## src/pkg/lpm_pkg.sv

```systemverilog
/*
 * Package for the wait and low-power mode controller: clock source codes,
 * divider codes, pin widths, power modes and the carrier structs.
 * Assumes a single 25 MHz system clock with all clock domains modelled as enables.
 */
package lpm_pkg;

	localparam int ADDR_W = 24;
	localparam int DATA_W = 16;
	localparam int CS_W   = 4;
	localparam int PORT_W = 16;
	localparam int DIV_W  = 5;

	// cpu clock source select
	typedef enum logic [1:0] {
		SRC_MAIN  = 2'h0,
		SRC_SUB   = 2'h1,
		SRC_OCO   = 2'h2,
		SRC_PLL   = 2'h3
	} clk_src_t;

	// clock output pin selection
	typedef enum logic [1:0] {
		CKO_PORT  = 2'h0,
		CKO_SUB   = 2'h1,
		CKO_DIV8  = 2'h2,
		CKO_DIV32 = 2'h3
	} clock_output_pin_sel_t;

	// divider setting codes (divide-by value), peripheral and sub divider terminal counts, top priority
	localparam logic [DIV_W-1:0] DIV_BY_8_CODE   = 5'h08;
	localparam logic [DIV_W-1:0] DIV_RESET_CODE  = 5'h08;
	localparam logic [4:0]       SUB_DIV_32      = 5'h1F;
	localparam logic [2:0]       PERIPH_DIV_8    = 3'h7;
	localparam logic [4:0]       PERIPH_DIV_32   = 5'h1F;
	localparam logic [2:0]       PRIO_MAX        = 3'h7;

	// power state of the core
	typedef enum logic [1:0] {
		PWR_RUN   = 2'b00,
		PWR_WAIT  = 2'b01,
		PWR_WAKE  = 2'b11
	} pwr_state_t;

	typedef struct packed {
		logic [ADDR_W-1:0] addr;
		logic [DATA_W-1:0] data;
		logic [CS_W-1:0]   cs_n;
		logic              bhe_n;
		logic              rd_n;
		logic              wr_n;
		logic              write_low_strobe_n;
		logic              write_high_strobe_n;
		logic              column_strobe_low_byte_n;
		logic              column_strobe_high_byte_n;
		logic              row_strobe_n;
		logic              hold_acknowledge_n;
		logic              bclk;
		logic              ale;
	} ext_bus_t;

	typedef struct packed {
		logic periph_clock_undivided;
		logic periph_clock_div_eight;
		logic periph_clock_div_thirtytwo;
		logic periph_clock_pow2_div;
		logic converter_clock;
		logic subclock_div_thirtytwo;
	} periph_clk_t;

endpackage : lpm_pkg

```

## src/core/lpm_wait_ctrl.sv

```systemverilog
/*
 * Wait and low-power mode controller: cpu clock gating, peripheral clock
 * gating, on-chip-oscillator low-power detection and pin hold in wait.
 * Assumes software keeps the entry sequence; oscillators arrive as enables.
 */
//------------------------------------------------------------
// Notes on behaviour
// - main stop in oco mode enters lowpower
// - oco lowpower cpu clock is oco divided
// - oco feeds peripherals; sub/32 stays available
// - wait stops cpu and watchdog clock
// - oscillators keep running during wait
// - periph stop bit gates peripheral clocks
// - external bus held during wait
// - ports held during wait
// - strobes high, ale low in wait in external bus mode; dram strobes low in self refresh
// - clock output pin rules in wait
// - reset, nmi or interrupt ends wait
// - wake resumes same cpu clock selection
//------------------------------------------------------------
`timescale 1ns/1ns
`default_nettype none
module lpm_wait_ctrl
	import lpm_pkg::*;
(
	input  wire logic              i_clk,
	input  wire logic              i_rst,
	input  wire logic              i_main_en,
	input  wire logic              i_sub_en,
	input  wire logic              i_oco_en,
	input  wire logic              i_pll_en,
	input  wire logic              i_main_running,
	input  wire logic              i_sub_running,
	input  wire clk_src_t          i_clk_src,
	input  wire logic [DIV_W-1:0]  i_main_divider_ctrl,
	input  wire logic              i_periph_stop_in_wait,
	input  wire clock_output_pin_sel_t       i_clock_output_pin_sel,
	input  wire logic [3:0]        i_pow2_n,
	input  wire logic              i_wait_insn,
	input  wire logic              i_nmi,
	input  wire logic              i_irq_req,
	input  wire logic [2:0]        i_irq_prio,
	input  wire logic              i_irq_enable,
	input  wire logic [2:0]        i_wake_priority_threshold,
	input  wire logic              i_ext_bus_mode,
	input  wire logic              i_self_refresh,
	input  wire ext_bus_t          i_bus,
	input  wire logic [PORT_W-1:0] i_port,
	output logic                   o_cpu_clk_en,
	output logic                   o_wdt_clk_en,
	output periph_clk_t            o_periph,
	output logic                   o_oco_lowpower,
	output logic                   o_in_wait,
	output logic                   o_wake_vector,
	output ext_bus_t               o_bus,
	output logic [PORT_W-1:0]      o_port,
	output logic                   o_clock_output_pin
);
	import lpm_pkg::*;

	//------------------------------------------------------------
	// power state
	//------------------------------------------------------------
	pwr_state_t        state_q;
	logic              wake_ok;
	logic              periph_gate;
	logic              src_en;
	logic              cpu_div_en;
	clk_src_t          src_in_wait_q;

	// wake on nmi always; peripheral interrupt only if enabled and above threshold
	assign wake_ok = i_nmi ||
	                 (i_irq_req && i_irq_enable && (i_irq_prio > i_wake_priority_threshold));

	always_ff @(posedge i_clk) begin
		if (i_rst) begin
			state_q <= PWR_RUN;
		end else begin
			unique case (state_q)
				PWR_RUN:  if (i_wait_insn) begin
					state_q <= PWR_WAIT;
				end
				PWR_WAIT: if (wake_ok) begin
					state_q <= PWR_WAKE;
				end
				PWR_WAKE: state_q <= PWR_RUN;
				default:  state_q <= PWR_RUN;
			endcase
		end
	end

	// cpu clock selection captured on wait entry and reused on wake
	always_ff @(posedge i_clk) begin
		if (i_rst) begin
			src_in_wait_q <= SRC_MAIN;
		end else if (state_q == PWR_RUN && i_wait_insn) begin
			src_in_wait_q <= i_clk_src;
		end
	end

	assign o_in_wait     = (state_q == PWR_WAIT);
	assign o_wake_vector = (state_q == PWR_WAKE);
	assign periph_gate   = o_in_wait && i_periph_stop_in_wait;

	//------------------------------------------------------------
	// cpu clock
	//------------------------------------------------------------
	clk_src_t eff_src;
	assign eff_src = (state_q == PWR_RUN) ? i_clk_src : src_in_wait_q;

	always_comb begin
		unique case (eff_src)
			SRC_MAIN: src_en = i_main_en;
			SRC_SUB:  src_en = i_sub_en;
			SRC_OCO:  src_en = i_oco_en;
			SRC_PLL:  src_en = i_pll_en;
		endcase
	end

	lpm_cpu_divider u_div (
		.i_clk    (i_clk),
		.i_rst    (i_rst),
		.i_src_en ((eff_src == SRC_SUB) ? 1'b0 : src_en),
		.i_div    (i_main_divider_ctrl),
		.o_cpu_en (cpu_div_en)
	);

	logic cpu_en_raw;
	assign cpu_en_raw   = (eff_src == SRC_SUB) ? i_sub_en : cpu_div_en;
	assign o_cpu_clk_en = cpu_en_raw && !o_in_wait;
	assign o_wdt_clk_en = o_cpu_clk_en;

	// main clock stopped while running from the oscillator
	assign o_oco_lowpower = (i_clk_src == SRC_OCO) && !i_main_running;

	//------------------------------------------------------------
	// peripheral clocks
	//------------------------------------------------------------
	logic       per_src_en;
	logic [2:0] cnt8_q;
	logic [4:0] cnt32_q;
	logic [4:0] csub_q;
	logic [15:0] cpow_q;

	// oscillator feeds peripherals whenever it is the cpu source, pll when pll is the source, else main
	assign per_src_en = (i_clk_src == SRC_OCO) ? i_oco_en :
	                    (i_clk_src == SRC_PLL) ? i_pll_en : i_main_en;

	always_ff @(posedge i_clk) begin
		if (i_rst) begin
			cnt8_q  <= 3'h0;
			cnt32_q <= 5'h00;
			cpow_q  <= 16'h0000;
		end else if (per_src_en && !periph_gate) begin
			cnt8_q  <= cnt8_q + 3'h1;
			cnt32_q <= cnt32_q + 5'h01;
			cpow_q  <= cpow_q + 16'h0001;
		end
	end

	// sub/32 is not affected by the wait-stop bit
	always_ff @(posedge i_clk) begin
		if (i_rst) begin
			csub_q <= 5'h00;
		end else if (i_sub_en && i_sub_running) begin
			csub_q <= csub_q + 5'h01;
		end
	end

	logic pow2_hit;
	assign pow2_hit = (i_pow2_n == 4'h0) ? 1'b1 :
	                  ((cpow_q & ((16'h0002 << (i_pow2_n - 4'h1)) - 16'h0001)) ==
	                   ((16'h0002 << (i_pow2_n - 4'h1)) - 16'h0001));

	logic en_ok;
	assign en_ok = per_src_en && !periph_gate;

	always_comb begin
		o_periph.periph_clock_undivided     = en_ok;
		o_periph.periph_clock_div_eight     = en_ok && (cnt8_q == PERIPH_DIV_8);
		o_periph.periph_clock_div_thirtytwo = en_ok && (cnt32_q == PERIPH_DIV_32);
		o_periph.periph_clock_pow2_div      = en_ok && pow2_hit;
		o_periph.converter_clock            = en_ok;
		o_periph.subclock_div_thirtytwo     = i_sub_en && i_sub_running && (csub_q == SUB_DIV_32);
	end

	//------------------------------------------------------------
	// pins
	//------------------------------------------------------------
	ext_bus_t          bus_hold_q;
	logic [PORT_W-1:0] port_hold_q;
	logic              cko_q;

	always_ff @(posedge i_clk) begin
		if (i_rst) begin
			bus_hold_q  <= '0;
			port_hold_q <= '0;
		end else if (!o_in_wait) begin
			bus_hold_q  <= i_bus;
			port_hold_q <= i_port;
		end
	end

	always_comb begin
		o_bus = bus_hold_q;
		if (o_in_wait && i_ext_bus_mode) begin
			o_bus.rd_n                      = 1'b1;
			o_bus.wr_n                      = 1'b1;
			o_bus.write_low_strobe_n        = 1'b1;
			o_bus.write_high_strobe_n       = 1'b1;
			o_bus.column_strobe_low_byte_n  = !i_self_refresh;
			o_bus.column_strobe_high_byte_n = !i_self_refresh;
			o_bus.row_strobe_n              = !i_self_refresh;
			o_bus.hold_acknowledge_n        = 1'b1;
			o_bus.bclk                      = 1'b1;
			o_bus.ale                       = 1'b0;
		end
	end

	assign o_port = port_hold_q;

	// toggle register for the clock output pin; holds when its source gates off
	always_ff @(posedge i_clk) begin
		if (i_rst) begin
			cko_q <= 1'b0;
		end else begin
			unique case (i_clock_output_pin_sel)
				CKO_PORT:  cko_q <= 1'b0;
				CKO_SUB:   if (i_sub_en) begin
					cko_q <= !cko_q;
				end
				CKO_DIV8:  if (o_periph.periph_clock_div_eight) begin
					cko_q <= !cko_q;
				end
				CKO_DIV32: if (o_periph.periph_clock_div_thirtytwo) begin
					cko_q <= !cko_q;
				end
			endcase
		end
	end

	assign o_clock_output_pin = cko_q;

	//------------------------------------------------------------
	// checks
	//------------------------------------------------------------
	a_cpu_gated_wait: assert property (@(posedge i_clk) disable iff (i_rst)
		o_in_wait |-> !o_cpu_clk_en && !o_wdt_clk_en) else $error("cpu clock ran in wait");
	a_periph_gated: assert property (@(posedge i_clk) disable iff (i_rst)
		(o_in_wait && i_periph_stop_in_wait) |-> o_periph.periph_clock_undivided == 1'b0)
		else $error("peripheral clock ran in wait with stop bit");
	a_lowpower_det: assert property (@(posedge i_clk) disable iff (i_rst)
		o_oco_lowpower == ((i_clk_src == SRC_OCO) && !i_main_running)) else $error("lowpower flag wrong");
	a_wake_step: assert property (@(posedge i_clk) disable iff (i_rst)
		(o_in_wait && wake_ok) |=> o_wake_vector ##1 !o_in_wait) else $error("wake not taken");
	a_wake_qual: assert property (@(posedge i_clk) disable iff (i_rst)
		(o_in_wait && !wake_ok) |=> o_in_wait) else $error("spurious wake");
	a_port_hold: assert property (@(posedge i_clk) disable iff (i_rst)
		(o_in_wait && $past(o_in_wait)) |-> $stable(o_port)) else $error("port moved in wait");
	a_strobe_high: assert property (@(posedge i_clk) disable iff (i_rst)
		(o_in_wait && i_ext_bus_mode && !i_self_refresh) |-> o_bus.rd_n && o_bus.row_strobe_n && !o_bus.ale)
		else $error("strobe level wrong in wait");
	a_addr_hold: assert property (@(posedge i_clk) disable iff (i_rst)
		(o_in_wait && $past(o_in_wait)) |-> $stable(o_bus.addr)) else $error("address moved in wait");
	a_cko_hold: assert property (@(posedge i_clk) disable iff (i_rst)
		(o_in_wait && i_periph_stop_in_wait && i_clock_output_pin_sel == CKO_DIV8 && $past(o_in_wait)) |->
		$stable(o_clock_output_pin)) else $error("clock output toggled while stopped");
	a_src_resume: assert property (@(posedge i_clk) disable iff (i_rst)
		(state_q == PWR_RUN && i_wait_insn) |=> src_in_wait_q == $past(i_clk_src))
		else $error("wait source not captured");

endmodule : lpm_wait_ctrl
`default_nettype wire

```

## src/core/lpm_cpu_divider.sv

```systemverilog
/*
 * Cpu clock enable divider: turns a source enable into a cpu enable at
 * divide-by 1,2,3,4,6,8,10,12,14,16.
 * Assumes the divide value is one of those; other values fall back to 8.
 */
`timescale 1ns/1ns
`default_nettype none
module lpm_cpu_divider
	import lpm_pkg::*;
(
	input  wire logic             i_clk,
	input  wire logic             i_rst,
	input  wire logic             i_src_en,
	input  wire logic [DIV_W-1:0] i_div,
	output logic                  o_cpu_en
);
	import lpm_pkg::*;

	logic [DIV_W-1:0] cnt_q;
	logic [DIV_W-1:0] div_eff;

	always_comb begin
		unique case (i_div)
			5'h01, 5'h02, 5'h03, 5'h04, 5'h06, 5'h08,
			5'h0A, 5'h0C, 5'h0E, 5'h10: div_eff = i_div;
			default: div_eff = DIV_BY_8_CODE;
		endcase
	end

	always_ff @(posedge i_clk) begin
		if (i_rst) begin
			cnt_q <= 5'h00;
		end else if (i_src_en) begin
			if (cnt_q >= div_eff - 5'h01) begin
				cnt_q <= 5'h00;
			end else begin
				cnt_q <= cnt_q + 5'h01;
			end
		end
	end

	assign o_cpu_en = i_src_en && (cnt_q >= div_eff - 5'h01);

endmodule : lpm_cpu_divider
`default_nettype wire

```

## config.mk

```make
export PLATFORM = sky130hd
export DESIGN_NAME = lpm_wait_ctrl
export DESIGN_NICKNAME = d
export VERILOG_FILES = /design/src/pkg/lpm_pkg.sv /design/src/core/lpm_wait_ctrl.sv /design/src/core/lpm_cpu_divider.sv
export SDC_FILE = /design/constraint.sdc
export NUM_CORES = 1
export LEC_CHECK = 0
export ABC_AREA = 1
export BUFFER_PORTS_ARGS = -buffer_cell sky130_fd_sc_hd__buf_4
export CAP_MARGIN = 5
export CORE_UTILIZATION = 55
export CTS_CLUSTER_DIAMETER = 30
export DETAILED_ROUTE_END_ITERATION = 6
export GPL_ROUTABILITY_DRIVEN = 1
export PLACE_DENSITY = 0.95
export RECOVER_POWER = 50
export SETUP_SLACK_MARGIN = 0.4
export SLEW_MARGIN = 20
export SYNTH_ARGS = -nofsm -noshare
export SYNTH_HDL_FRONTEND = slang
export SYNTH_SLANG_ARGS = --single-unit
```

## constraint.sdc

```tcl
create_clock -name i_clk -period 7.85 [get_ports i_clk]
set_clock_uncertainty 0.1 [all_clocks]
set_input_delay 0.3925 -clock i_clk [delete_from_list [all_inputs] [get_ports i_clk]]
set_output_delay 0.3925 -clock i_clk [all_outputs]
set_load 0.02 [all_outputs]
```

Word-level counts from Yosys, hierarchy flattened
Cells that the tools add are included.
Word-level totals
  register bits: 110
  bits of input ports: 105
  output and inout bits: 83
  word-level logic and storage cells: 108
Operators by class
  add/sub/neg operators: 8
  magnitude comparators: 2
  eq/ne operators: 29
  shifts and indexed selects: 1
  mux-type cells: 17
  bitwise logic cells: 1
  reduce and logical (&&, ||, !) cells: 27
Operators with widths (number)
  $eq 5x4->1 const B: 4
  $add 16x1->16 const B: 1
  $and 16x16->16: 1
  $eq 16x16->1: 1
  $shl 2x4->16 const A: 1
  $sub 16x1->16 const B: 1
  $add 5x1->5 const B: 3
  $eq 5x5->1 const B: 3
  $eq 2x2->1 const B: 7
  $logic_and 1x1->1: 14
  $eq 5x2->1 const B: 2
  $eq 5x3->1 const B: 2
  $mux 10: 1
  $mux 5: 2
  $reduce_or 10->1: 1
  $mux 1: 8
  $ne 2x2->1 const B: 4
  $eq 2x1->1 const B: 3
  $logic_not 2->1: 3
  $mux 2: 3
  $eq 5x1->1 const B: 1
  $ge 5x5->1: 1
  $logic_not 1->1: 5
  $sub 5x1->5 const B: 1
  other kinds (12): 12

Depth between registers and ports, before layout
Gate-level depths: netlist of the first run.
  word-level depth: 8
  mapped depth: 18
  depth with buffers taken out: 18

Modules after synthesis
From an unflattened synthesis of the first run, not the netlist that was laid out.
Unflattened totals
  cell total of the unflattened synthesis: 820
  area, all modules: 5719.2 um^2
Modules (own cells, without submodules)
  lpm_wait_ctrl: times used 1, cells an instance 749, area an instance 5243.8 um^2, seq. area each 2102.0 um^2
  lpm_cpu_divider: times used 1, cells an instance 71, area an instance 475.5 um^2, seq. area each 100.1 um^2

Worst setup path before layout of the first run
No wires, ideal clock.
  path type: input to output
  start point: input i_main_divider_ctrl[1]
  end point: output o_wdt_clk_en
  data arrival time: 3.055 ns
  required time: 7.358 ns
  setup slack: 4.302 ns
  stages: 17
  path buffers: 1
  cells stage by stage: nor2_1 nand2_1 inv_1 nor2_1 nor2_1 inv_1 nand2_1 ha_1 inv_1 nor4_1 xnor2_1 ha_1 nand2_1 o311ai_0 nand2_2 a21oi_1 buf_4
On the way
  cells in the longest elaborated chain, start to end: 8
  elaborated cells between the ends (all ways): 17
  those cells by class: add/sub (1); order compare (1); eq/ne (10); mux (2); reduce/logical (3)
Ends and longest elaborated chain
  start: declaration: RTL line lpm_wait_ctrl.sv:35  | input wire logic [DIV_W-1:0] i_main_divider_ctrl,
  $eq 5x1->1 (tied with other cells): RTL line lpm_cpu_divider.sv:23  | unique case (i_div)
  $reduce_or 10->1: RTL line lpm_cpu_divider.sv:23
  $mux 5 (*): RTL line lpm_cpu_divider.sv:23
  $sub 5x1->5 (*): RTL line lpm_cpu_divider.sv:42  | assign o_cpu_en = i_src_en && (cnt_q >= div_eff - 5'h01);
  $ge 5x5->1 (*): RTL line lpm_cpu_divider.sv:42
  $logic_and 1x1->1 (*): RTL line lpm_cpu_divider.sv:42
  $mux 1 (*): RTL line lpm_wait_ctrl.sv:129  | assign cpu_en_raw = (eff_src == SRC_SUB) ? i_sub_en : cpu_div_en;
  $logic_and 1x1->1 (*): RTL line lpm_wait_ctrl.sv:130  | assign o_cpu_clk_en = cpu_en_raw && !o_in_wait;
  end: declaration: RTL line lpm_wait_ctrl.sv:50  | output logic o_wdt_clk_en,
Every way passes the cells marked *; elsewhere a longest branch is shown, timed or not.

==> results of run 1 <==
-- final timing paths --
kind / from / to / slack [ns]
hold reg to reg: src_in_wait_q[0]$_SDFFE_PP0P_ / src_in_wait_q[0]$_SDFFE_PP0P_ / 0.38
setup reg to reg: state_q[1]$_SDFFE_PP0P_ / cpow_q[10]$_SDFFE_PP0P_ / 3.97
hold / removal: i_bus[5] / bus_hold_q[5]$_SDFFE_PP0N_ / 0.16
setup / recovery: state_q[1]$_SDFFE_PP0P_ / o_periph[1] / 3.65
-- through the flow --
stage / setup WS [ns] / hold WS (ns)
global route: 3.14 / 0.136
finish: 3.65 / 0.159
detailed placement: 4.11 / 0.361
floorplan: 4.30 / 0.329
CTS: 4.08 / 0.148
global placement: 4.24 / 0.347
-- flip-flops by register name, indices dropped and copies added, names as in the netlist --
register,cells
o_clock_output_pin,1
bus_hold_q,10
csub_q,5
o_bus,45
cnt32_q,5
cpow_q,16
state_q,2
u_div.cnt_q,5
src_in_wait_q,2
cnt8_q,3
o_port,16
-- critical path, cell delays in order (launching register included) --
cell	delay, ns
sky130_fd_sc_hd__dfxtp_1	0.38
sky130_fd_sc_hd__inv_1	0.06
sky130_fd_sc_hd__nand2_1	1.37
sky130_fd_sc_hd__inv_1	0.17
sky130_fd_sc_hd__nand2_1	0.14
sky130_fd_sc_hd__o21ai_2	0.06
sky130_fd_sc_hd__inv_2	0.04
sky130_fd_sc_hd__nand2_1	0.42
sky130_fd_sc_hd__inv_2	0.49
sky130_fd_sc_hd__buf_4	0.22
-- power groups by stage --
stage / registers (mW) / clock network (mW) / logic (mW)
2_1_floorplan: 0.641 / 0 / 0.204
3_3_place_gp: 0.636 / 0 / 0.299
3_5_place_dp: 0.637 / 0 / 0.306
4_1_cts: 0.625 / 0.346 / 0.306
5_1_grt: 0.629 / 0.372 / 0.312
6_report: 0.624 / 0.340 / 0.281
-- area by class of cell --
cell class	count	area [µm²]	share of cell area
multi-input combinational	545	2640	0.398
sequential	110	2200	0.332
timing repair buffer	189	1170	0.176
inverter	70	265	0.0399
tap	133	166	0.0251
clock buffer	11	141	0.0213
clock inverter	4	55.1	0.00829
-- cells in the final DEF, fill, tap and decap left out, types with 3 or more instances in the layout --
master                     instances
sky130_fd_sc_hd__o21ai_0          97
sky130_fd_sc_hd__ha_1             18
sky130_fd_sc_hd__o21bai_1          3
sky130_fd_sc_hd__clkbuf_1         67
sky130_fd_sc_hd__dfxtp_1         110
sky130_fd_sc_hd__inv_1            65
sky130_fd_sc_hd__nor2_1          197
sky130_fd_sc_hd__nand4_1          10
sky130_fd_sc_hd__or2_2             7
sky130_fd_sc_hd__nand3_1          27
sky130_fd_sc_hd__nor2_4            5
sky130_fd_sc_hd__xor2_1            5
sky130_fd_sc_hd__nand2_2           4
sky130_fd_sc_hd__nand2_1         107
sky130_fd_sc_hd__a21oi_1          25
sky130_fd_sc_hd__nor3_1           12
sky130_fd_sc_hd__inv_2             4
sky130_fd_sc_hd__clkbuf_8         10
sky130_fd_sc_hd__buf_4           123
sky130_fd_sc_hd__o21ai_1           3
-- cell usage after synthesis --
cell type and number:
sky130_fd_sc_hd__a211oi_1 1, sky130_fd_sc_hd__a21boi_0 1, sky130_fd_sc_hd__a21oi_1 25, sky130_fd_sc_hd__a21oi_2 1, sky130_fd_sc_hd__a31oi_1 2, sky130_fd_sc_hd__and2_1 1, sky130_fd_sc_hd__and3_1 2, sky130_fd_sc_hd__buf_1 1
sky130_fd_sc_hd__buf_2 10, sky130_fd_sc_hd__buf_4 48, sky130_fd_sc_hd__buf_6 4, sky130_fd_sc_hd__clkbuf_1 17, sky130_fd_sc_hd__dfxtp_1 110, sky130_fd_sc_hd__ha_1 18, sky130_fd_sc_hd__inv_1 63, sky130_fd_sc_hd__inv_2 6
sky130_fd_sc_hd__inv_4 1, sky130_fd_sc_hd__nand2_1 104, sky130_fd_sc_hd__nand2_2 5, sky130_fd_sc_hd__nand2_4 3, sky130_fd_sc_hd__nand3_1 27, sky130_fd_sc_hd__nand3_2 2, sky130_fd_sc_hd__nand3b_1 1, sky130_fd_sc_hd__nand4_1 10
sky130_fd_sc_hd__nor2_1 195, sky130_fd_sc_hd__nor2_2 3, sky130_fd_sc_hd__nor2_4 6, sky130_fd_sc_hd__nor3_1 12, sky130_fd_sc_hd__nor3_2 1, sky130_fd_sc_hd__nor3b_2 1, sky130_fd_sc_hd__nor4_1 2, sky130_fd_sc_hd__o21a_1 2
sky130_fd_sc_hd__o21ai_0 97, sky130_fd_sc_hd__o21ai_1 3, sky130_fd_sc_hd__o21ai_2 2, sky130_fd_sc_hd__o21bai_1 3, sky130_fd_sc_hd__o311ai_0 1, sky130_fd_sc_hd__or2_2 7, sky130_fd_sc_hd__xnor2_1 2, sky130_fd_sc_hd__xor2_1 5
-- per-layer routing --
layer  track usage  wire length [µm]
met4        0.0986               363
met2         0.465              6740
met5             0                 0
met3        0.0914               997
met1         0.292              5750
-- kinds of logic (layout without fill, tap and decap cells) --
family	count (synthesis)	count (layout)
AOI/OAI and AO/OA	138	138
and+or+nand+nor	382	382
xor gates and xnor gates	7	7
buffers and inverters	150	274
adders and majority gates	18	18
DFF	110	110
==> out/metrics.csv, run 1 <==
stage,metric,value,unit
status,status,"finished, violations left",
status,failing checks,"max-capacitance violations, max-slew violations",
power_and_ir_drop,combinational share of power,0.226,
routing,via density per instance,5.09,
clocking,post-cts sizing count,0,
finish,FILL cells,891,
sta,total negative setup slack,0,ns
clocking,number of CTS-inserted buffers,9,
grt,initial antenna violation count,0,
sta,unrepaired setup endpoints after global routing,false,
floorplan,cell row count,36,
power_and_ir_drop,power density over the cells,187,mW/mm²
grt,vias in the first global route,5062,
yosys,area share of the leading cell type in the synthesized netlist,0.389,
floorplan,Std-Cell Core Area,0.00986,mm²
yosys,dominant combinational cell family by area after synthesis,simple AND/OR/NAND/NOR gates,
power_and_ir_drop,static leakage,3.06,nW
power_and_ir_drop,Power Internal,0.863,mW
clocking,number of buffers on the longest clock path,2,
finish,signed area change from the synthesized netlist to the final layout,17.4,%
grt,first-pass GRT wire length,22100,µm
sta,Rel. slew slack,-0.286,
critical_path,kind of end point of the critical path,output pin,
grt,global-route usage over all layers,0.264,
placement,total placed cells including tap cells,1047,
critical_path,nature of the critical path startpoint,flip-flop,
routing,via count,5402,
sta,Final period util,0.535,
floorplan,ports placed on the boundary,188,
sta,Worst Max-Slew Pin Slew,1.92,ns
critical_path,critical path type,reg -> out,
routing,DRC violation total after the first TritonRoute iteration,212,
critical_path,critical path required time,7.36,ns
yosys,Adder-Cell Fraction of Synth Area,0.0398,
yosys,net count of the mapped netlist,928,
flow_run,count of max-cap constraint violations,2,
yosys,post-synthesis share of cell area spent on xor and xnor gates,0.0108,
placement,input/output buffers,187,
sta,max-slew violation total from the final report,130,
clocking,number of buffers inserted by hold repair at cts,0,
power_and_ir_drop,net switching power of the design,0.382,mW
power_and_ir_drop,part of the total power dissipated in sequential elements,0.501,
routing,Final Routed Wirelength,13900,µm
yosys,"Cell Area, Synth",0.00566,mm²
critical_path,CP arrival,3.71,ns
grt,largest net degree at the start of global routing,75,
clocking,sink count of the clock tree,110,
yosys,flip-flop and latch count after synthesis,110,
yosys,cell count after synthesis,805,
placement,routability congestion estimate from global placement,0.818,
placement,Placed Instance Area,0.00672,mm²
grt,Overflow after GRT,0,
finish,count of nets after finishing,1048,
clocking,H-Tree Depth,3,
clocking,root cell of the clock tree,sky130_fd_sc_hd__clkbuf_8,
placement,post-DP HPWL,10500,µm
sta,hold violation count in the final report,0,
sta,minimum clock period after layout,4.20,ns
min_path,Min-Delay Path Depth,3,
clocking,clock-pin slew of the registers on the worst-case setup and hold paths,0.11,ns
clocking,clk_lat worst skew,0.35,ns
yosys,cell types occupying the most area after synthesis,"sky130_fd_sc_hd__dfxtp_1 39%, sky130_fd_sc_hd__nor2_1 13%, sky130_fd_sc_hd__o21ai_0 8.6%",
critical_path,Crit Path Max Fanout,73,
critical_path,number of cells traversed by the worst register-to-register path,14,
yosys,Unique masters post-synth,40,
yosys,share of cell area taken by muxes after synthesis,0,
finish,diode count,0,
yosys,most area-hungry cell type in the Yosys netlist,sky130_fd_sc_hd__dfxtp_1,
yosys,YS warnings,0,
power_and_ir_drop,switching power as a share of total power,0.307,
routing,First-pass DRT Iterations,4,
power_and_ir_drop,worst voltage drop across the vdd grid,112,µV
power_and_ir_drop,overall power consumption,1.25,mW
clocking,clock tree from TritonCTS,built,
finish,layout cell share with drive strength beyond 1,0.181,
yosys,portion of the post-synthesis area used by sequential elements,0.389,
floorplan,Die X-Extent,103,µm
clocking,post-CTS setup-driven buffer insertion count,0,
finish,post-route non-filler standard cell count,1062,
yosys,compound-cell area share of the yosys netlist,0.128,
floorplan,DIE AREA,0.0107,mm²
routing,drt wl/cell,13.0,µm
floorplan,die boundary height,103,µm
floorplan,initial cell density of the core,0.574,
finish,area of all placed cells without fillers,0.00664,mm²
power_and_ir_drop,clock share of power,0.273,
routing,count of antenna-violating nets left after detailed routing,0,
routing,residual DRC count,0,
sta,timing-limited maximum frequency,238,MHz
min_path,Min-Delay Path Class,in -> reg,
finish,final standard cell utilization of the core,0.673,
yosys,simple-gate share of the synthesized area,0.293,
yosys,"Avg Cell Area, Syn",7.03,µm²
sta,"Setup violations, final",0,
No activity file was read; power rests on OpenSTA's default activity.
==> run 2, diff against run 1 <==
--- a/config.mk
+++ b/config.mk
@@ -8,11 +8,11 @@
 export ABC_AREA = 1
 export BUFFER_PORTS_ARGS = -buffer_cell sky130_fd_sc_hd__buf_4
 export CAP_MARGIN = 5
-export CORE_UTILIZATION = 55
+export CORE_UTILIZATION = 46
 export CTS_CLUSTER_DIAMETER = 30
 export DETAILED_ROUTE_END_ITERATION = 6
 export GPL_ROUTABILITY_DRIVEN = 1
-export PLACE_DENSITY = 0.95
+export PLACE_DENSITY = 0.88
 export RECOVER_POWER = 50
 export SETUP_SLACK_MARGIN = 0.4
 export SLEW_MARGIN = 20
==> constraint.sdc (replaced) <==
create_clock -name i_clk -period 3.43 [get_ports i_clk]
set_clock_uncertainty 0.1 [all_clocks]
set_input_delay 0.1715 -clock i_clk [delete_from_list [all_inputs] [get_ports i_clk]]
set_output_delay 0.1715 -clock i_clk [all_outputs]
set_load 0.02 [all_outputs]
==> run 2 against run 1 <==
The run now ends clean. Total power rose to 2.6 times the previous value. Die area is 19% higher. Highest routed layer unchanged. Critical path type is now in -> out. Via count rose by 12%. Critical path depth grew 10.
==> out/metrics.csv, run 2 (synthesis results as in run 1) <==
stage,metric,value,unit,change
status,status,"complete, no violations",,
critical_path,delay contributed by the slowest stage of the critical path,0.35,ns,-1.02 ns
routing,DRC violation total after the first TritonRoute iteration,443,,+110%
grt,first-pass GRT wire length,28500,µm,+29%
clocking,H-Tree Depth,3,,unchanged
sta,Worst Max-Slew Pin Slew,1.32,ns,-0.602 ns
min_path,Hold Path Sink,o_bus[33]$_SDFFE_PP0N_,,
power_and_ir_drop,clock share of power,0.328,,+0.055
critical_path,nature of the critical path startpoint,primary input,,
critical_path,kind of end point of the critical path,output pin,,
power_and_ir_drop,part of the total power dissipated in sequential elements,0.437,,-0.064
floorplan,cell row count,40,,+11%
sta,Rel. slew slack,0.117,,+0.403
critical_path,setup slack on the worst flop-to-flop path,1.22,ns,-2.75 ns
finish,layout cell share with drive strength beyond 1,0.188,,+0.00765
sta,max-slew violation total from the final report,0,,-100%
floorplan,ports placed on the boundary,188,,unchanged
routing,Final Routed Wirelength,17600,µm,+27%
sta,unrepaired setup endpoints after global routing,false,,
grt,global-route usage over all layers,0.280,,+0.0164
routing,First-pass DRT Iterations,6,,+2
finish,"commonest non-fill, non-tap cell in the layout",sky130_fd_sc_hd__nor2_1,,
clocking,clk_lat worst skew,0.34,ns,about the same
power_and_ir_drop,worst voltage drop across the vdd grid,245,µV,+120%
finish,"top library cells by usage in the layout, fill and taps aside","194 x sky130_fd_sc_hd__nor2_1, 124 x sky130_fd_sc_hd__buf_4, 110 x sky130_fd_sc_hd__dfxtp_1",,
floorplan,DIE AREA,0.0127,mm²,+19%
floorplan,Die X-Extent,113,µm,+9.2%
clocking,number of CTS-inserted buffers,9,,unchanged
critical_path,number of buffer and inverter instances along the worst setup path,5,,unchanged
clocking,root cell of the clock tree,sky130_fd_sc_hd__clkbuf_16,,
grt,Overflow after GRT,0,,unchanged
min_path,critical hold path startpoint,i_bus[33],,
critical_path,number of cells traversed by the worst register-to-register path,5,,-9
min_path,Min-Delay Path Depth,3,,unchanged
power_and_ir_drop,Power Internal,2.26,mW,+160%
placement,post-DP HPWL,10100,µm,-3.5%
floorplan,Std-Cell Core Area,0.0120,mm²,+22%
flow_run,count of max-cap constraint violations,0,,-2
critical_path,worst-path cell with the longest stage delay,sky130_fd_sc_hd__ha_1,,
power_and_ir_drop,combinational share of power,0.235,,+0.009
finish,signed area change from the synthesized netlist to the final layout,34.4,%,
critical_path,critical path type,in -> out,,
finish,area of all placed cells without fillers,0.00761,mm²,+15%
routing,via density per instance,5.24,,+3.0%
power_and_ir_drop,power density over the cells,432,mW/mm²,+130%
finish,number of flip-flops in the largest register,45,,unchanged
routing,residual DRC count,0,,unchanged
power_and_ir_drop,static leakage,3.45,nW,+13%
routing,via count,6058,,+12%
sta,hold violation count in the final report,0,,unchanged
sta,minimum clock period after layout,2.88,ns,
finish,count of nets after finishing,1126,,+7.4%
min_path,Min-Delay Path Class,in -> reg,,
grt,largest net degree at the start of global routing,73,,-2.7%
placement,input/output buffers,187,,unchanged
placement,Placed Instance Area,0.00677,mm²,+0.65%
critical_path,CP top delay family,simple AND/OR/NAND/NOR gates,,
critical_path,CP arrival,2.61,ns,-1.10 ns
clocking,clock tree from TritonCTS,built,,
sta,"Setup violations, final",0,,unchanged
critical_path,critical path required time,3.16,ns,-4.20 ns
sta,Final period util,0.839,,
critical_path,"critical path, cell by cell","buf_4, nor2_2, nand2_1, inv_2, nor2_1, nor2_2, inv_2, nand2_1, ha_1, inv_1, nor4_2, xnor2_1, ha_1, nand2_2, o21a_1, o311ai_4, nand2_2, a21oi_4, buf_6",,
sta,timing-limited maximum frequency,347,MHz,
routing,drt wl/cell,15.2,µm,+17%
sta,total negative setup slack,0,ns,unchanged
critical_path,Crit Path Max Fanout,3,,-96%
power_and_ir_drop,net switching power of the design,1.03,mW,+170%
critical_path,Worst R2R Start,state_q[1]$_SDFFE_PP0P_,,
floorplan,die boundary height,113,µm,+9.2%
grt,vias in the first global route,6013,,+19%
clocking,sink count of the clock tree,110,,unchanged
floorplan,initial cell density of the core,0.471,,-0.103
power_and_ir_drop,switching power as a share of total power,0.312,,+0.00520
clocking,number of buffers on the longest clock path,2,,unchanged
critical_path,terminus of the critical flop-to-flop path,o_bus[35]$_SDFFE_PP0N_,,
clocking,clock-pin slew of the registers on the worst-case setup and hold paths,0.08,ns,-0.03 ns
routing,count of antenna-violating nets left after detailed routing,0,,unchanged
placement,routability congestion estimate from global placement,0.851,,+4.1%
grt,initial antenna violation count,0,,unchanged
==> run 2: worst min-delay path, stage by stage <==
cell	delay, ns
sky130_fd_sc_hd__buf_4	0.08
sky130_fd_sc_hd__nor2_1	0.04
sky130_fd_sc_hd__nor2_1	0.12
==> run 2: metal layers <==
metal  wire length, µm  global-route usage
met2              8330               0.478
met1              6970               0.314
met5                 0                   0
met3              1330              0.0691
met4               989               0.177
==> run 2: cell type report <==
type	instances	area, µm²
inverters	70	265
multi-input cells	545	2710
fillers	996	4400
repair buffers	267	1940
clock inverters	7	81.3
flip-flops and latches	110	2200
clock buffers	9	225
diodes	1	2.50
well taps	147	184
==> run 2: stage by stage <==
stage / setup WS (ns) / power [mW] / util / hold WS, ns / instances
final: 0.551 / 3.29 / 0.633 / 0.000491 / 1156
after global routing: 0.411 / 3.44 / 0.633 / 0.0117 / 1155
after CTS: 0.402 / 3.30 / 0.649 / 0.00790 / 1152
after detailed placement: 0.180 / 2.16 / 0.563 / 0.299 / 1064
after global placement: 0.251 / 2.15 / 0.563 / 0.291 / 1064
after floorplan: 0.457 / 1.93 / - / 0.150 / 805
==> run 2: how the worst max path moves through the flow <==
stage | slack [ns] | cells after the start | start | end
4_1_cts | 0.40 | 18 | i_main_divider_ctrl[1] | o_wdt_clk_en
2_1_floorplan | 0.46 | 17 | i_main_divider_ctrl[1] | o_wdt_clk_en
6_report | 0.55 | 19 | i_main_divider_ctrl[1] | o_cpu_clk_en
5_1_grt | 0.41 | 19 | i_main_divider_ctrl[1] | o_wdt_clk_en
3_3_place_gp | 0.25 | 18 | i_main_divider_ctrl[1] | o_cpu_clk_en
3_5_place_dp | 0.18 | 18 | i_main_divider_ctrl[1] | o_wdt_clk_en
==> run 2: power by group through the flow <==
| stage | combinational (mW) | clock (mW) | sequential (mW) |
|---|---|---|---|
| after floorplan | 0.468 | 0 | 1.47 |
| after detailed placement | 0.704 | 0 | 1.46 |
| final | 0.772 | 1.08 | 1.44 |
| after global routing | 0.836 | 1.15 | 1.45 |
| after global placement | 0.692 | 0 | 1.46 |
| after CTS | 0.775 | 1.10 | 1.43 |
==> run 2: timing repair <==
| action | CTS | global route |
|---|---|---|
| hold buffers | 72 | 0 |
| pin swaps | 0 | 10 |
| hold endpoints to repair | 72 | 0 |
| setup endpoints to repair | 2 | 2 |
| buffers inserted | 0 | 3 |
| resized for setup | 2 | 12 |
==> run 3, diff against run 2 <==
--- a/config.mk
+++ b/config.mk
@@ -8,11 +8,11 @@
 export ABC_AREA = 1
 export BUFFER_PORTS_ARGS = -buffer_cell sky130_fd_sc_hd__buf_4
 export CAP_MARGIN = 5
-export CORE_UTILIZATION = 46
+export CORE_UTILIZATION = 51
 export CTS_CLUSTER_DIAMETER = 30
 export DETAILED_ROUTE_END_ITERATION = 6
 export GPL_ROUTABILITY_DRIVEN = 1
-export PLACE_DENSITY = 0.88
+export PLACE_DENSITY = 0.92
 export RECOVER_POWER = 50
 export SETUP_SLACK_MARGIN = 0.4
 export SLEW_MARGIN = 20
==> constraint.sdc (replaced) <==
create_clock -name i_clk -period 2.8 [get_ports i_clk]
set_clock_uncertainty 0.1 [all_clocks]
set_input_delay 0.14 -clock i_clk [delete_from_list [all_inputs] [get_ports i_clk]]
set_output_delay 0.14 -clock i_clk [all_outputs]
set_load 0.02 [all_outputs]
==> run 3 against run 2 <==
Register-to-register slack lost 0.46 ns. Critical path depth shrank 3. Total power grew 13%. Final area grew 1.0%. Sequential cell count is the same. Final cell count grew 0.17%. Largest power group unchanged. Sequential share of layout area shrank 0.29 points.
==> out/metrics.csv, run 3 (synthesis results as in run 1) <==
stage,metric,value,unit,change
status,status,"complete, no violations",,
clocking,clk_lat worst skew,0.36,ns,+0.02 ns
sta,Final period util,0.955,,
clocking,root cell of the clock tree,sky130_fd_sc_hd__clkbuf_8,,
sta,Worst Max-Slew Pin Slew,1.34,ns,+0.0162 ns
sta,unrepaired setup endpoints after global routing,true,,
grt,largest net degree at the start of global routing,74,,+1.4%
clocking,sink count of the clock tree,110,,unchanged
placement,worst-case setup slack after placement,-0.111,ns,-0.290 ns
floorplan,initial cell density of the core,0.522,,+0.0509
placement,total placed cells including tap cells,1056,,-0.75%
sta,hold violation count in the final report,0,,unchanged
min_path,Min-Delay Path Class,in -> reg,,
sta,minimum clock period after layout,2.67,ns,
placement,input/output buffers,187,,unchanged
critical_path,kind of end point of the critical path,output pin,,
floorplan,Die X-Extent,107,µm,-4.9%
grt,Overflow after GRT,0,,unchanged
finish,count of nets after finishing,1136,,+0.89%
critical_path,"critical path, cell by cell","buf_6, o21ai_0, nand2_1, nor2_1, nor2_2, buf_4, buf_4, nor4_4, xnor2_1, ha_1, nand2_2, o21a_1, o311ai_4, nand2_2, a21oi_4, buf_6",,
finish,"commonest non-fill, non-tap cell in the layout",sky130_fd_sc_hd__nor2_1,,
sta,Min Hold Slack,0.0317,ns,+0.0312 ns
routing,via count,6227,,+2.8%
critical_path,CP arrival,2.43,ns,-0.18 ns
clocking,H-Tree Depth,3,,unchanged
sta,"Setup violations, final",0,,unchanged
clocking,number of buffers on the longest clock path,2,,unchanged
power_and_ir_drop,worst voltage drop across the vdd grid,331,µV,+35%
finish,diode count,0,,-1
finish,number of flip-flops in the largest register,45,,unchanged
sta,total negative setup slack,0,ns,unchanged
power_and_ir_drop,static leakage,3.48,nW,+0.73%
sta,Rel. slew slack,0.106,,-0.0108
critical_path,delay contributed by the slowest stage of the critical path,0.35,ns,about the same
floorplan,die boundary height,107,µm,-4.9%
placement,routability congestion estimate from global placement,0.903,,+6.1%
finish,"top library cells by usage in the layout, fill and taps aside","190 x sky130_fd_sc_hd__nor2_1, 126 x sky130_fd_sc_hd__buf_4, 110 x sky130_fd_sc_hd__dfxtp_1",,
clocking,clock-pin slew of the registers on the worst-case setup and hold paths,0.10,ns,+0.02 ns
critical_path,Crit Path Max Fanout,4,,+1
routing,Final Routed Wirelength,18800,µm,+6.6%
grt,initial antenna violation count,0,,unchanged
routing,residual DRC count,0,,unchanged
sta,timing-limited maximum frequency,374,MHz,
floorplan,ports placed on the boundary,188,,unchanged
finish,final standard cell utilization of the core,0.709,,+0.0755
critical_path,critical path type,in -> out,,
grt,vias in the first global route,6109,,+1.6%
routing,drt wl/cell,16.2,µm,+6.4%
flow_run,count of max-cap constraint violations,0,,unchanged
finish,signed area change from the synthesized netlist to the final layout,35.8,%,
floorplan,cell row count,38,,-5.0%
floorplan,DIE AREA,0.0115,mm²,-9.6%
floorplan,Std-Cell Core Area,0.0108,mm²,-9.7%
critical_path,critical path required time,2.56,ns,-0.60 ns
routing,First-pass DRT Iterations,5,,-1
placement,post-DP HPWL,10300,µm,+1.8%
clocking,number of CTS-inserted buffers,9,,unchanged
grt,global-route usage over all layers,0.321,,+0.0414
routing,count of antenna-violating nets left after detailed routing,0,,unchanged
grt,first-pass GRT wire length,29000,µm,+1.8%
clocking,clock tree from TritonCTS,built,,
routing,DRC violation total after the first TritonRoute iteration,519,,+17%
sta,max-slew violation total from the final report,0,,unchanged
power_and_ir_drop,power density over the cells,482,mW/mm²,+11%
routing,via density per instance,5.38,,+2.6%
finish,layout cell share with drive strength beyond 1,0.199,,+0.0109
critical_path,nature of the critical path startpoint,primary input,,
sta,final worst-path setup slack,0.125,ns,-0.426 ns
finish,post-route non-filler standard cell count,1158,,+0.17%
critical_path,worst-path cell with the longest stage delay,sky130_fd_sc_hd__ha_1,,
==> run 3: cell types whose count changed in the layout (fill, tap and decap cells not counted), sizes merged <==
cell,before,now
buf,126,133
bufinv,1,0
clkbuf,78,75
diode,1,0
dlygate4sd3,72,79
==> run 3: layout make-up <==
class	count	area (µm²)
multi-input cells	545	2770
repair buffers	277	2080
flip-flops and latches	110	2200
clock inverters	6	67.6
inverters	70	265
well taps	140	175
fillers	816	3160
clock buffers	10	128
==> run 3: where the power goes <==
| group | switching [mW] | internal [mW] | leakage (nW) |
|---|---|---|---|
| logic | 0.589 | 0.402 | 2.47 |
| registers | 0.0819 | 1.68 | 0.910 |
| clock network | 0.592 | 0.352 | 0.0974 |
| total | 1.26 | 2.44 | 3.48 |
==> run 3: repair_timing <==
action,4_1_cts,5_1_grt
pin swaps,14,1
endpoints found under the hold margin,83,0
hold buffers,79,0
setup buffers,5,2
endpoints found under the setup margin,3,7
gates resized for setup,19,9
gates cloned,0,0
==> run 3: path summary, 6_finish.rpt <==
| check | endpoint | slack (ns) | cells after the start | startpoint |
|---|---|---|---|---|
| worst max register to register | state_q[1]$_SDFFE_PP0P_ | 0.76 | 5 | state_q[1]$_SDFFE_PP0P_ |
| worst min-delay path | o_clock_output_pin$_SDFFE_PP0P_ | 0.03 | 5 | i_clock_output_pin_sel[1] |
| worst min register to register | src_in_wait_q[0]$_SDFFE_PP0P_ | 0.36 | 2 | src_in_wait_q[0]$_SDFFE_PP0P_ |
| worst max-delay path | o_cpu_clk_en | 0.13 | 16 | i_main_divider_ctrl[3] |
==> run 3: metrics by stage <==
step / area, µm² / power [mW]
after floorplan: 5690 / 2.38
after detailed placement: 6790 / 2.65
after CTS: 7880 / 3.69
after global placement: 6790 / 2.63
after global routing: 7680 / 3.85
final: 7680 / 3.70
==> run 3: layer usage <==
metal,up-vias,global-route usage,routed length [µm]
met5,-,0,0
met4,0,0.215,1220
met3,105,0.0769,1470
met2,388,0.550,9020
met1,2800,0.353,7060
li1,2934,-,-
==> run 3: worst max-delay path: cells and delay by family <==
kind	cells	cell delay (ns)
compound gates	4	0.61
xor+xnor	1	0.11
fa+ha+maj	1	0.35
buf+inv	4	0.52
simple gates	6	0.69
